$ cat config.mk
export PLATFORM = sky130hd
export DESIGN_NAME = irq_trap_nmi_control
export DESIGN_NICKNAME = d
export VERILOG_FILES = /design/src/irq_trap_nmi_control.v /design/src/pin_sync.v
export VERILOG_INCLUDE_DIRS = /design/src
export SDC_FILE = /design/constraint.sdc
export NUM_CORES = 1
export LEC_CHECK = 0
export BUFFER_PORTS_ARGS = -buffer_cell sky130_fd_sc_hd__buf_4
export CAP_MARGIN = 20
export CORE_MARGIN = 4
export CORE_UTILIZATION = 45
export CTS_CLUSTER_SIZE = 30
export DETAILED_ROUTE_END_ITERATION = 10
export GPL_ROUTABILITY_DRIVEN = 0
export PLACE_DENSITY = 0.87
export SYNTH_ARGS = -nofsm -noshare
export SYNTH_HDL_FRONTEND = slang
export SYNTH_SLANG_ARGS = --single-unit
$ cat constraint.sdc
create_clock -name sys_clk -period 3.1 [get_ports sys_clk]
set_input_delay 0.31 -clock sys_clk [delete_from_list [all_inputs] [get_ports sys_clk]]
set_output_delay 0.31 -clock sys_clk [all_outputs]
set_load 0.02 [all_outputs]
$ cat src/irq_trap_nmi_map.vh
// Purpose: Shared constants for the interrupt, trap and non-maskable control block.
// Assumes: Eight-bit I/O data path from the instruction sequencer.
// Notes:   Definitions only; included by bare name.
`ifndef IRQ_TRAP_NMI_MAP_VH
`define IRQ_TRAP_NMI_MAP_VH

// I/O address of the interrupt/trap control register.
`define CTL_REG_ADDR      8'h34

// Field positions inside the interrupt/trap control register.
`define CTL_TRAP_BIT      7
`define CTL_FBP_BIT       6
`define CTL_EN2_BIT       2
`define CTL_EN1_BIT       1
`define CTL_EN0_BIT       0

// Reset values: only the request-zero enable starts set.
`define CTL_EN_RESET      3'h1
`define CTL_TRAP_RESET    1'b0
`define CTL_FBP_RESET     1'b0
`define IEF_RESET         1'b0

// Restart addresses for the trap and the non-maskable request.
`define TRAP_RESTART      16'h0000
`define NMI_RESTART       16'h0066

// Sequencer state codes.
`define SEQ_IDLE          3'h0
`define SEQ_TRAP_PUSH     3'h1
`define SEQ_TRAP_VEC      3'h2
`define SEQ_NMI_DMA       3'h3
`define SEQ_NMI_PUSH      3'h4
`define SEQ_NMI_FLAGS     3'h5
`define SEQ_NMI_VEC       3'h6

`endif

$ cat src/irq_trap_nmi_control.v
// Purpose: Interrupt/trap control register, enable flags, trap and non-maskable entry sequencing.
// Assumes: The instruction sequencer shares sys_clk and drives one-cycle strobes.
// Notes:   Vector generation for the maskable response modes lives elsewhere.
`timescale 1ns/100ps
`include "irq_trap_nmi_map.vh"
module irq_trap_nmi_control (
    // Clock and reset.
    input  wire        sys_clk,
    input  wire        rst_n,
    // Internal I/O access from the sequencer.
    input  wire [7:0]  io_addr,
    input  wire        io_wr,
    input  wire        io_rd,
    input  wire [7:0]  io_wdata,
    output reg  [7:0]  io_rdata,
    output reg         io_hit,
    // Undefined opcode reports from the fetch logic.
    input  wire        undef_fetch,
    input  wire        undef_in_mode0_ack,
    input  wire        undef_third_byte,
    // Instruction strobes.
    input  wire        op_irq_disable,
    input  wire        op_irq_enable,
    input  wire        op_nmi_return,
    input  wire        op_maskable_return,
    input  wire        op_read_vector_refresh,
    input  wire        maskable_accept,
    // Machine cycle timing.
    input  wire        sample_strobe,
    input  wire        cycle_end,
    // External pins and internal peripheral requests.
    input  wire        nmi_n,
    input  wire [2:0]  ext_req_n,
    input  wire        internal_req,
    // Gated maskable requests to the sequencer.
    output reg  [2:0]  ext_req_pending,
    output reg         internal_req_pending,
    // Entry sequencing outputs.
    output reg         nmi_ack_start,
    output reg         dma_enable_clear,
    output reg         push_pc,
    output reg         restart_load,
    output reg  [15:0] restart_addr,
    output reg         trap_sequence_state,
    output reg         insert_block,
    output reg         seq_busy,
    // Enable flags and parity load.
    output reg         global_irq_enable,
    output reg         saved_irq_enable,
    output reg         pv_load,
    output reg         pv_value
);

    // Control register fields.
    reg        trap_flag;
    reg        fetch_byte_position;
    reg [2:0]  ext_req_enable;

    // Non-maskable edge detection and latching.
    wire       nmi_sync;
    wire [2:0] ext_sync_n;
    reg        nmi_prev;
    reg        nmi_latched;
    reg        nmi_taken;

    // Entry sequencer.
    reg [2:0]  state;
    reg [2:0]  next_state;

    wire       ctl_sel;
    wire       trap_event;
    wire       nmi_fall;
    wire       nmi_start;

    // Pins are asynchronous, so both pass two flops before any logic looks at them.
    pin_sync #(
        .WIDTH (1)
    ) u_nmi_sync (
        .sys_clk (sys_clk),
        .rst_n   (rst_n),
        .pin_in  (nmi_n),
        .pin_out (nmi_sync)
    );

    pin_sync #(
        .WIDTH (3)
    ) u_ext_sync (
        .sys_clk (sys_clk),
        .rst_n   (rst_n),
        .pin_in  (ext_req_n),
        .pin_out (ext_sync_n)
    );

    assign ctl_sel = (io_addr == `CTL_REG_ADDR);

    // Trap sources combined.
    // A trap is not started while another entry is running; the sequencer holds fetch then.
    assign trap_event = (undef_fetch | undef_in_mode0_ack) & (state == `SEQ_IDLE);

    // Falling edge detect.
    // No software bit takes part in this path.
    assign nmi_fall = nmi_prev & ~nmi_sync;

    // Acknowledge at cycle end.
    // Trap wins a tie because it arises inside the current fetch.
    assign nmi_start = nmi_taken & cycle_end & (state == `SEQ_IDLE) & ~trap_event;

    // Previous synchronised level for edge detection.
    always @(posedge sys_clk) begin
        if (!rst_n) begin
            nmi_prev <= 1'b1;
        end else begin
            nmi_prev <= nmi_sync;
        end
    end

    // Hold latched edge.
    // The latch survives the pin returning high and clears only when sampled; a new edge
    // in the sampling cycle re-arms it so no request is lost.
    always @(posedge sys_clk) begin
        if (!rst_n) begin
            nmi_latched <= 1'b0;
        end else if (nmi_fall) begin
            nmi_latched <= 1'b1;
        end else if (sample_strobe) begin
            nmi_latched <= 1'b0;
        end
    end

    // Sample latched edge.
    // Taken at the sampling point, then kept until the acknowledge can begin.
    always @(posedge sys_clk) begin
        if (!rst_n) begin
            nmi_taken <= 1'b0;
        end else if (sample_strobe && nmi_latched) begin
            nmi_taken <= 1'b1;
        end else if (nmi_start) begin
            nmi_taken <= 1'b0;
        end
    end

    // Entry sequencer state register.
    always @(posedge sys_clk) begin
        if (!rst_n) begin
            state <= `SEQ_IDLE;
        end else begin
            state <= next_state;
        end
    end

    // DMA cleared first on a non-maskable entry.
    // Trap runs push, vector, with its flag set as push starts; non-maskable runs DMA stop, push, flags, vector.
    always @* begin
        next_state = state;
        case (state)
            `SEQ_IDLE: begin
                if (trap_event) begin
                    next_state = `SEQ_TRAP_PUSH;
                end else if (nmi_start) begin
                    next_state = `SEQ_NMI_DMA;
                end
            end
            `SEQ_TRAP_PUSH: begin
                next_state = `SEQ_TRAP_VEC;
            end
            `SEQ_TRAP_VEC: begin
                next_state = `SEQ_IDLE;
            end
            `SEQ_NMI_DMA: begin
                next_state = `SEQ_NMI_PUSH;
            end
            `SEQ_NMI_PUSH: begin
                next_state = `SEQ_NMI_FLAGS;
            end
            `SEQ_NMI_FLAGS: begin
                next_state = `SEQ_NMI_VEC;
            end
            `SEQ_NMI_VEC: begin
                next_state = `SEQ_IDLE;
            end
            default: begin
                next_state = `SEQ_IDLE;
            end
        endcase
    end

    // Registered sequencing strobes, one cycle wide except seq_busy, which spans the whole entry.
    always @(posedge sys_clk) begin
        if (!rst_n) begin
            nmi_ack_start       <= 1'b0;
            dma_enable_clear    <= 1'b0;
            push_pc             <= 1'b0;
            restart_load        <= 1'b0;
            restart_addr        <= `TRAP_RESTART;
            trap_sequence_state <= 1'b0;
            insert_block        <= 1'b0;
            seq_busy            <= 1'b0;
        end else begin
            nmi_ack_start    <= nmi_start;
            dma_enable_clear <= (next_state == `SEQ_NMI_DMA);
            push_pc          <= (next_state == `SEQ_TRAP_PUSH) | (next_state == `SEQ_NMI_PUSH);
            restart_load     <= (next_state == `SEQ_TRAP_VEC) | (next_state == `SEQ_NMI_VEC);
            seq_busy         <= (next_state != `SEQ_IDLE);
            if (next_state == `SEQ_TRAP_VEC) begin
                restart_addr <= `TRAP_RESTART;
            end else if (next_state == `SEQ_NMI_VEC) begin
                restart_addr <= `NMI_RESTART;
            end
            trap_sequence_state <= (next_state == `SEQ_TRAP_VEC);
            // Block inserted cycles.
            // High in the cycle right after the trap state so no release, refresh, DMA or wait slips in.
            insert_block <= trap_sequence_state;
        end
    end

    // Zero write clears.
    // Hardware set wins over a clearing write in the same cycle.
    always @(posedge sys_clk) begin
        if (!rst_n) begin
            trap_flag <= `CTL_TRAP_RESET;
        end else if (trap_event) begin
            trap_flag <= 1'b1;
        end else if (io_wr && ctl_sel && !io_wdata[`CTL_TRAP_BIT]) begin
            trap_flag <= 1'b0;
        end
    end

    // Capture trapping byte.
    // Zero for a second-byte trap, one for a third-byte trap; software cannot write it.
    always @(posedge sys_clk) begin
        if (!rst_n) begin
            fetch_byte_position <= `CTL_FBP_RESET;
        end else if (trap_event) begin
            fetch_byte_position <= undef_third_byte;
        end
    end

    always @(posedge sys_clk) begin
        if (!rst_n) begin
            ext_req_enable <= `CTL_EN_RESET;
        end else if (io_wr && ctl_sel) begin
            ext_req_enable <= io_wdata[`CTL_EN2_BIT:`CTL_EN0_BIT];
        end
    end

    // Register read port; unmapped addresses read zero and reserved bits read zero.
    always @(posedge sys_clk) begin
        if (!rst_n) begin
            io_rdata <= 8'h00;
            io_hit   <= 1'b0;
        end else begin
            io_hit <= io_rd & ctl_sel;
            if (io_rd && ctl_sel) begin
                io_rdata <= {trap_flag, fetch_byte_position, 3'h0, ext_req_enable};
            end else begin
                io_rdata <= 8'h00;
            end
        end
    end

    // Global and saved enable flags. The strobes are exclusive in a real instruction
    // stream; the entry sequence takes precedence if they ever meet.
    always @(posedge sys_clk) begin
        if (!rst_n) begin
            global_irq_enable <= `IEF_RESET;
            saved_irq_enable  <= `IEF_RESET;
        end else if (state == `SEQ_NMI_FLAGS) begin
            saved_irq_enable  <= global_irq_enable;
            global_irq_enable <= 1'b0;
        end else if (maskable_accept) begin
            global_irq_enable <= 1'b0;
            saved_irq_enable  <= 1'b0;
        end else if (op_irq_disable) begin
            global_irq_enable <= 1'b0;
            saved_irq_enable  <= 1'b0;
        end else if (op_irq_enable) begin
            global_irq_enable <= 1'b1;
            saved_irq_enable  <= 1'b1;
        end else if (op_nmi_return) begin
            global_irq_enable <= saved_irq_enable;
        end
        // Trap, maskable return untouched.
        // Neither the trap sequence nor op_maskable_return appears above by intent.
    end

    always @(posedge sys_clk) begin
        if (!rst_n) begin
            pv_load  <= 1'b0;
            pv_value <= 1'b0;
        end else begin
            pv_load <= op_read_vector_refresh;
            if (op_read_vector_refresh) begin
                pv_value <= global_irq_enable;
            end
        end
    end

    // Level requests held.
    // Maskable requests are levels and are not latched, so a requester must hold its line
    // low until acknowledged; nothing is offered from the second cycle of an entry sequence until one cycle after it ends.
    always @(posedge sys_clk) begin
        if (!rst_n) begin
            ext_req_pending      <= 3'h0;
            internal_req_pending <= 1'b0;
        end else begin
            ext_req_pending      <= ~ext_sync_n & ext_req_enable & {3{global_irq_enable & ~seq_busy}};
            internal_req_pending <= internal_req & global_irq_enable & ~seq_busy;
        end
    end

    // Maskable return needs no flag action here; the sequencer pops the PC itself.
    wire unused_ok = op_maskable_return;

endmodule

$ cat src/pin_sync.v
// Purpose: Two-flop synchroniser for asynchronous pin inputs.
// Assumes: Pins idle high; reset loads the idle level.
// Notes:   The first stage is read only by the second stage.
`timescale 1ns/100ps
module pin_sync #(
    parameter WIDTH = 1
) (
    // Clock and reset.
    input  wire             sys_clk,
    input  wire             rst_n,
    // Raw pins and synchronised copy.
    input  wire [WIDTH-1:0] pin_in,
    output reg  [WIDTH-1:0] pin_out
);

    reg [WIDTH-1:0] meta;

    // Two stages in series; reset to the inactive high level so no false edge appears.
    always @(posedge sys_clk) begin
        if (!rst_n) begin
            meta    <= {WIDTH{1'b1}};
            pin_out <= {WIDTH{1'b1}};
        end else begin
            meta    <= pin_in;
            pin_out <= meta;
        end
    end

endmodule

==> results.py, run 1 <==
metrics = {
    "status": {
        "result_of_the_run": "finished clean",
    },
    "timing": {
        "achievable_frequency_mhz": 797,
        "rsz0062_at_grt": "no",
        "drv_slew": 0,
        "post-route-min-period_ns": 1.26,
        "hold_violations": 0,
        "period_share": 0.405,
        "finalWorstSetupSlack_ns": 1.84,
        "clock-skew-final_ns": 0.00799,
        "total_negative_setup_slacks_ns": 0,
        "count_of_endpoints_failing_setup_in_the_final_report": 0,
    },
    "pwr": {
        "power_leakage_nw": 0.901,
        "power_switching_mw": 0.236,
        "p_per_area_nw_per_um2": 478,
        "share_comb_of_total_power": 0.123,
        "p_int_mw": 0.711,
        "part_of_the_power_in_the_clock_network": 0.289,
        "switching_share": 0.249,
        "seq_power_share": 0.588,
        "ir_drop_v": 0.000297,
    },
    "clocking": {
        "worstSkewPairLatency_ns": 0.34,
        "clkTransAtPathRegs_ns": 0.12,
        "clockRootBuffer": "clkbuf_4",
        "cts_tree": "yes",
        "clkSinkCount": 41,
        "postCtsHoldBufs": 0,
        "cts_htree_levels": 2,
        "cts_buffers": 5,
        "cts.path.max_buffers": 2,
        "postCtsSetupRepairBufs": 0,
        "postcts_resize_cnt": 0,
    },
    "cells_and_area": {
        "design.final.nets": 240,
        "final_layout_size_suffix_gt1_frac": 0.351,
        "antenna_cells_inserted": 0,
        "finalInstanceArea_um2": 1980,
        "syn2layout_area_growth_pct": 28.1,
        "final_cells": 251,
        "n_fill_cell": 301,
    },
    "yosys": {
        "synthDominantCellAreaShare": 0.530,
        "syn_area_um2": 1550,
        "synth_xor_area_frac": 0,
        "synth_top_area_cell": "dfxtp_1",
        "synth_compound_area_frac": 0.0703,
        "largest_family_of_logic_cells_by_synthesized_area": "simple AND/OR/NAND/NOR gates",
        "synthMuxAreaShare": 0.0404,
        "yosysSeqAreaShare": 0.530,
        "synth_simple_gate_area_share": 0.247,
        "yosys_register_bits": 41,
        "yosys-top-cells-area": "dfxtp_1 (53%), buf_4 (8.7%), nand2b_1 (5.7%), and2_1 (2.8%), nand2_1 (2.7%)",
        "yosys_warnings": 0,
        "adder_cell_fraction_of_synth_area": 0,
        "synth_area_per_cell_um2": 10.2,
        "yosys.cell_types.count": 28,
        "syn_inst": 151,
    },
    "die": {
        "core_um2": 3340,
        "start_util": 0.464,
        "design.portCount": 76,
        "std_cell_rows": 21,
        "floorplan.die_area_um2": 4440,
        "die_height_um": 66.6,
        "horiz_die_dim_um": 66.6,
    },
    "worst_hold_path": {
        "min_path_cells": 2,
        "holdCritStartpoint": "ext_req_n[0]",
        "worst_hold_path_type": "input pin to flop",
        "sink_of_the_worst_hold_path": "u_ext_sync.meta[0]$_SDFF_PN1_",
    },
    "critical_path": {
        "ff2ff_path_depth": 3,
        "r2r_slack_ns": 1.89,
        "max_stage_delay_ns": 0.44,
        "worst_flop_to_flop_path_endpoint": "nmi_taken$_SDFFE_PN0P_",
        "path_depth": 1,
        "slowest_stage": "dfxtp_1",
        "critical_path.endpoint_type": "output port",
        "criticalPathCategory": "flop to output port",
        "worstPathCellList": "buf_4",
        "cp-start-kind": "flop",
        "worst-path-buf-inv": 1,
        "cp_data_arrival_time_ns": 0.95,
        "path_delay_family": "flip-flops",
        "worst_r2r_startpoint": "state[0]$_SDFF_PN0_",
        "required_ns": 2.79,
        "critical_path_peak_fanout": 5,
    },
    "place": {
        "placed_cell_area_um2": 1920,
        "dp_cells": 243,
        "post-dp-hpwl_um": 2150,
        "buffer_ports.inserted": 55,
        "pre_cts_slack_ns": 1.56,
    },
    "route": {
        "antenna_violating_nets_left": 0,
        "drt_iter0_drc": 59,
        "post-route-drc-count": 0,
        "viasPerCell": 4.50,
        "routed_wire_length_per_instance_um": 11.3,
        "dr.pass1.iters": 4,
        "wirelength_um": 2840,
        "vias": 1130,
    },
    "grt": {
        "track_usage": 0.129,
        "first_global_vias": 958,
        "antenna_found_initial": 0,
        "grt_overflow": 0,
        "first_pass_grt_wire_length_um": 4250,
        "pin_count_of_the_biggest_net_entering_global_routing": 26,
    },
    "flow_run": {
        "drv.max_cap_violation_count": 0,
    },
}
==> flip-flops by register name, indices dropped and copies added (netlist names), 3 cells and up <==
name and count:
u_ext_sync.meta 3, state 3, ext_req_enable 3, io_rdata 5, ext_req_pending 3, u_ext_sync.pin_out 3
==> cells in the mapped netlist <==
cell        n
and3_1      2
or4b_4      1
o211ai_1    1
o21ai_0     1
a31o_2      1
buf_4      18
nor2_1     10
nand3b_1    4
o2111a_1    1
nand4b_1    2
nor3b_1     3
mux2_2      2
nand2_1    11
o41ai_1     2
nand4bb_4   1
nand2b_1   14
inv_1       4
o21ba_2     1
or2_2       1
mux2i_1     4
nor3_1      2
and2_1      7
a221oi_1    1
clkbuf_1    5
nor3_4      2
dfxtp_1    41
conb_1      1
a21oi_1     8
==> cells in the final DEF, fill, tap and decap left out, types with 2 or more instances in the layout <==
cell type  count
and2_1         7
nor3_1         2
and3_1         2
o41ai_1        2
inv_1          4
nor3b_1        3
dfxtp_1       41
nand2_1       11
buf_4         55
nand2b_1      14
nor3_4         2
nand3b_1       4
nand4b_1       2
mux2_2         2
a21oi_1        8
clkbuf_4       5
nor2_1        10
conb_1        15
mux2i_1        4
==> routing by layer <==
metal  track usage  wire, um
met1         0.149      1120
met2         0.212      1370
met3        0.0472       288
met4        0.0609        56
met5             0         0
==> logic make-up after synthesis <==
logic type,after synthesis
muxes,6
buffers and inverters,27
AOI/OAI and AO/OA,16
other,1
and+or+nand+nor,60
DFF,41
==> stage by stage <==
| step | utilization | hold slack [ns] | total power [mW] |
|---|---|---|---|
| floorplan | - | 0.373 | 0.647 |
| global placement | 0.574 | 0.376 | 0.682 |
| detailed placement | 0.574 | 0.378 | 0.685 |
| CTS | 0.594 | 0.131 | 0.956 |
| global route | 0.594 | 0.126 | 0.991 |
| finish | 0.594 | 0.144 | 0.946 |
==> cell type report <==
| class | count | area (um2) | share of cell area |
|---|---|---|---|
| repair buffers | 55 | 413 | 0.208 |
| inverters | 4 | 15.0 | 0.00758 |
| multi-input cells | 97 | 611 | 0.308 |
| well taps | 46 | 57.6 | 0.0290 |
| flip-flops and latches | 41 | 821 | 0.414 |
| clock inverters | 2 | 13.8 | 0.00694 |
| clock buffers | 6 | 51.3 | 0.0259 |
==> worst max-delay path by stage <==
| stage | startpoint | to | slack, ns |
|---|---|---|---|
| global route | state[0]$_SDFF_PN0_ | seq_busy$_SDFF_PN0_ | 1.77 |
| finish | global_irq_enable$_SDFFE_PP0P_ | global_irq_enable | 1.84 |
| floorplan | io_addr[1] | trap_flag$_SDFFE_PN0P_ | 1.76 |
| CTS | global_irq_enable$_SDFFE_PP0P_ | global_irq_enable | 1.82 |
| global placement | io_addr[1] | trap_flag$_SDFFE_PN0P_ | 1.60 |
| detailed placement | io_addr[1] | ext_req_enable[0]$_SDFFE_PN1P_ | 1.56 |
==> power by group through the flow <==
stage               registers [mW]  logic, mW  clock network, mW
detailed placement           0.568      0.117                  0
floorplan                    0.573     0.0745                  0
CTS                          0.556      0.117              0.282
global placement             0.568      0.114                  0
global route                 0.559      0.128              0.304
finish                       0.556      0.116              0.274
(Power assumes the default switching activity.)
==> run 2: changes to the inputs <==
- CORE_UTILIZATION: 45 -> 40
- PLACE_DENSITY: 0.87 -> 0.82
- clock period: 3.1 -> 1.11 ns (I/O delays scaled with it)
==> results.py, run 2 (same netlist as run 1, synthesis figures left out) <==
metrics = {
    "place": {
        "buffer_ports.inserted": 55,
        "pre_cts_slack_ns": -0.191,
        "post-dp-hpwl_um": 2250,
        "placed_cell_area_um2": 1970,
        "dp_cells": 251,
    },
    "clocking": {
        "cts.path.max_buffers": 2,
        "clkSinkCount": 41,
        "postCtsSetupRepairBufs": 0,
        "cts_tree": "yes",
        "worstSkewPairLatency_ns": 0.29,
        "clockRootBuffer": "clkbuf_8",
        "cts_htree_levels": 2,
        "cts_buffers": 5,
        "clkTransAtPathRegs_ns": 0.07,
    },
    "route": {
        "wirelength_um": 3020,
        "viasPerCell": 4.46,
        "dr.pass1.iters": 4,
        "drt_iter0_drc": 57,
        "routed_wire_length_per_instance_um": 11.5,
        "vias": 1173,
        "antenna_violating_nets_left": 0,
        "post-route-drc-count": 0,
    },
    "cells_and_area": {
        "final_core_util": 0.582,
        "finalInstanceArea_um2": 2150,
        "max_flop_register": "io_rdata",
        "final_layout_size_suffix_gt1_frac": 0.381,
        "antenna_cells_inserted": 0,
        "largest_reg_flops": 5,
        "syn2layout_area_growth_pct": 38.8,
        "leading_cell_type_in_the_layout_fill_and_taps_excluded": "buf_4",
        "most-common-layout-cells": "buf_4 (61), dfxtp_1 (40), conb_1 (15)",
        "design.final.nets": 250,
        "final_cells": 263,
    },
    "pwr": {
        "power_switching_mw": 0.692,
        "p_per_area_nw_per_um2": 1460,
        "power_mw": 3.14,
        "seq_power_share": 0.494,
        "share_comb_of_total_power": 0.122,
        "part_of_the_power_in_the_clock_network": 0.384,
        "power_leakage_nw": 0.976,
        "p_int_mw": 2.45,
        "ir_drop_v": 0.000504,
        "switching_share": 0.220,
    },
    "timing": {
        "achievable_frequency_mhz": 979,
        "final.hold.worst_slack_ns": 0.0383,
        "drv_slew": 0,
        "post-route-min-period_ns": 1.02,
        "finalWorstSetupSlack_ns": 0.0883,
        "total_negative_setup_slacks_ns": 0,
        "count_of_endpoints_failing_setup_in_the_final_report": 0,
        "period_share": 0.920,
        "clock-skew-final_ns": 0.00378,
        "hold_violations": 0,
        "rsz0062_at_grt": "no",
    },
    "die": {
        "design.portCount": 76,
        "floorplan.die_area_um2": 4930,
        "start_util": 0.420,
        "std_cell_rows": 22,
        "die_height_um": 70.2,
        "core_um2": 3690,
        "horiz_die_dim_um": 70.2,
    },
    "critical_path": {
        "criticalPathCategory": "flop to flop",
        "critical_path_peak_fanout": 6,
        "required_ns": 1.28,
        "critical_path.endpoint_type": "flop",
        "cp_data_arrival_time_ns": 1.19,
        "cp-start-kind": "flop",
    },
    "grt": {
        "grt_overflow": 0,
        "first_pass_grt_wire_length_um": 4780,
        "first_global_vias": 1043,
        "track_usage": 0.124,
        "antenna_found_initial": 0,
        "pin_count_of_the_biggest_net_entering_global_routing": 14,
    },
    "flow_run": {
        "drv.max_cap_violation_count": 0,
    },
    "status": {
        "result_of_the_run": "finished clean",
    },
    "worst_hold_path": {
        "worst_hold_path_type": "input pin to flop",
    },
}
run 2: worst paths after layout:
| kind | startpoint | endpoint | slack (ns) | cells after the start |
|---|---|---|---|---|
| max | state[1]$_SDFF_PN0_ | saved_irq_enable$_SDFFE_PN0P_ | 0.09 | 4 |
| min | op_read_vector_refresh | pv_load$_SDFF_PN0_ | 0.04 | 2 |
| max reg2reg | state[1]$_SDFF_PN0_ | saved_irq_enable$_SDFFE_PN0P_ | 0.09 | 4 |
| min reg2reg | u_ext_sync.pin_out[1]$_SDFF_PN1_ | ext_req_pending[1]$_SDFF_PN0_ | 0.39 | 1 |
run 2: layout make-up:
class	instances	area (um2)
flip-flops and latches	41	822
clock inverters	1	30.0
fillers	338	1540
inverters	4	15.0
well taps	48	60.1
repair buffers	65	498
multi-input cells	97	637
clock buffers	7	86.3
run 2: metal layers:
metal / part of all wire / global-route usage / vias to the layer above
met2: 0.50 / 0.200 / 46
met4: 0.026 / 0.0702 / 0
met1: 0.39 / 0.138 / 525
met5: 0 / 0 / -
li1: - / - / 595
met3: 0.084 / 0.0504 / 7
run 2: what timing repair did:
item	4_1_cts	5_1_grt
hold endpoints to repair	4	0
hold buffers	4	0
resized for setup	0	5
endpoints found under the setup margin	0	7
run 2: worst max-delay path, cell delays in order, from the launching register on:
cell and delay (ns):
dfxtp_1 0.34, buf_4 0.16, nand3b_1 0.21, o211ai_1 0.12, a21oi_1 0.08
run 2: power groups by stage:
| stage | combinational (mW) | sequential [mW] | clock, mW |
|---|---|---|---|
| detailed placement | 0.362 | 1.58 | 0 |
| global placement | 0.358 | 1.58 | 0 |
| floorplan | 0.211 | 1.60 | 0 |
| finish | 0.384 | 1.55 | 1.21 |
| global route | 0.418 | 1.56 | 1.28 |
| CTS | 0.375 | 1.55 | 1.23 |
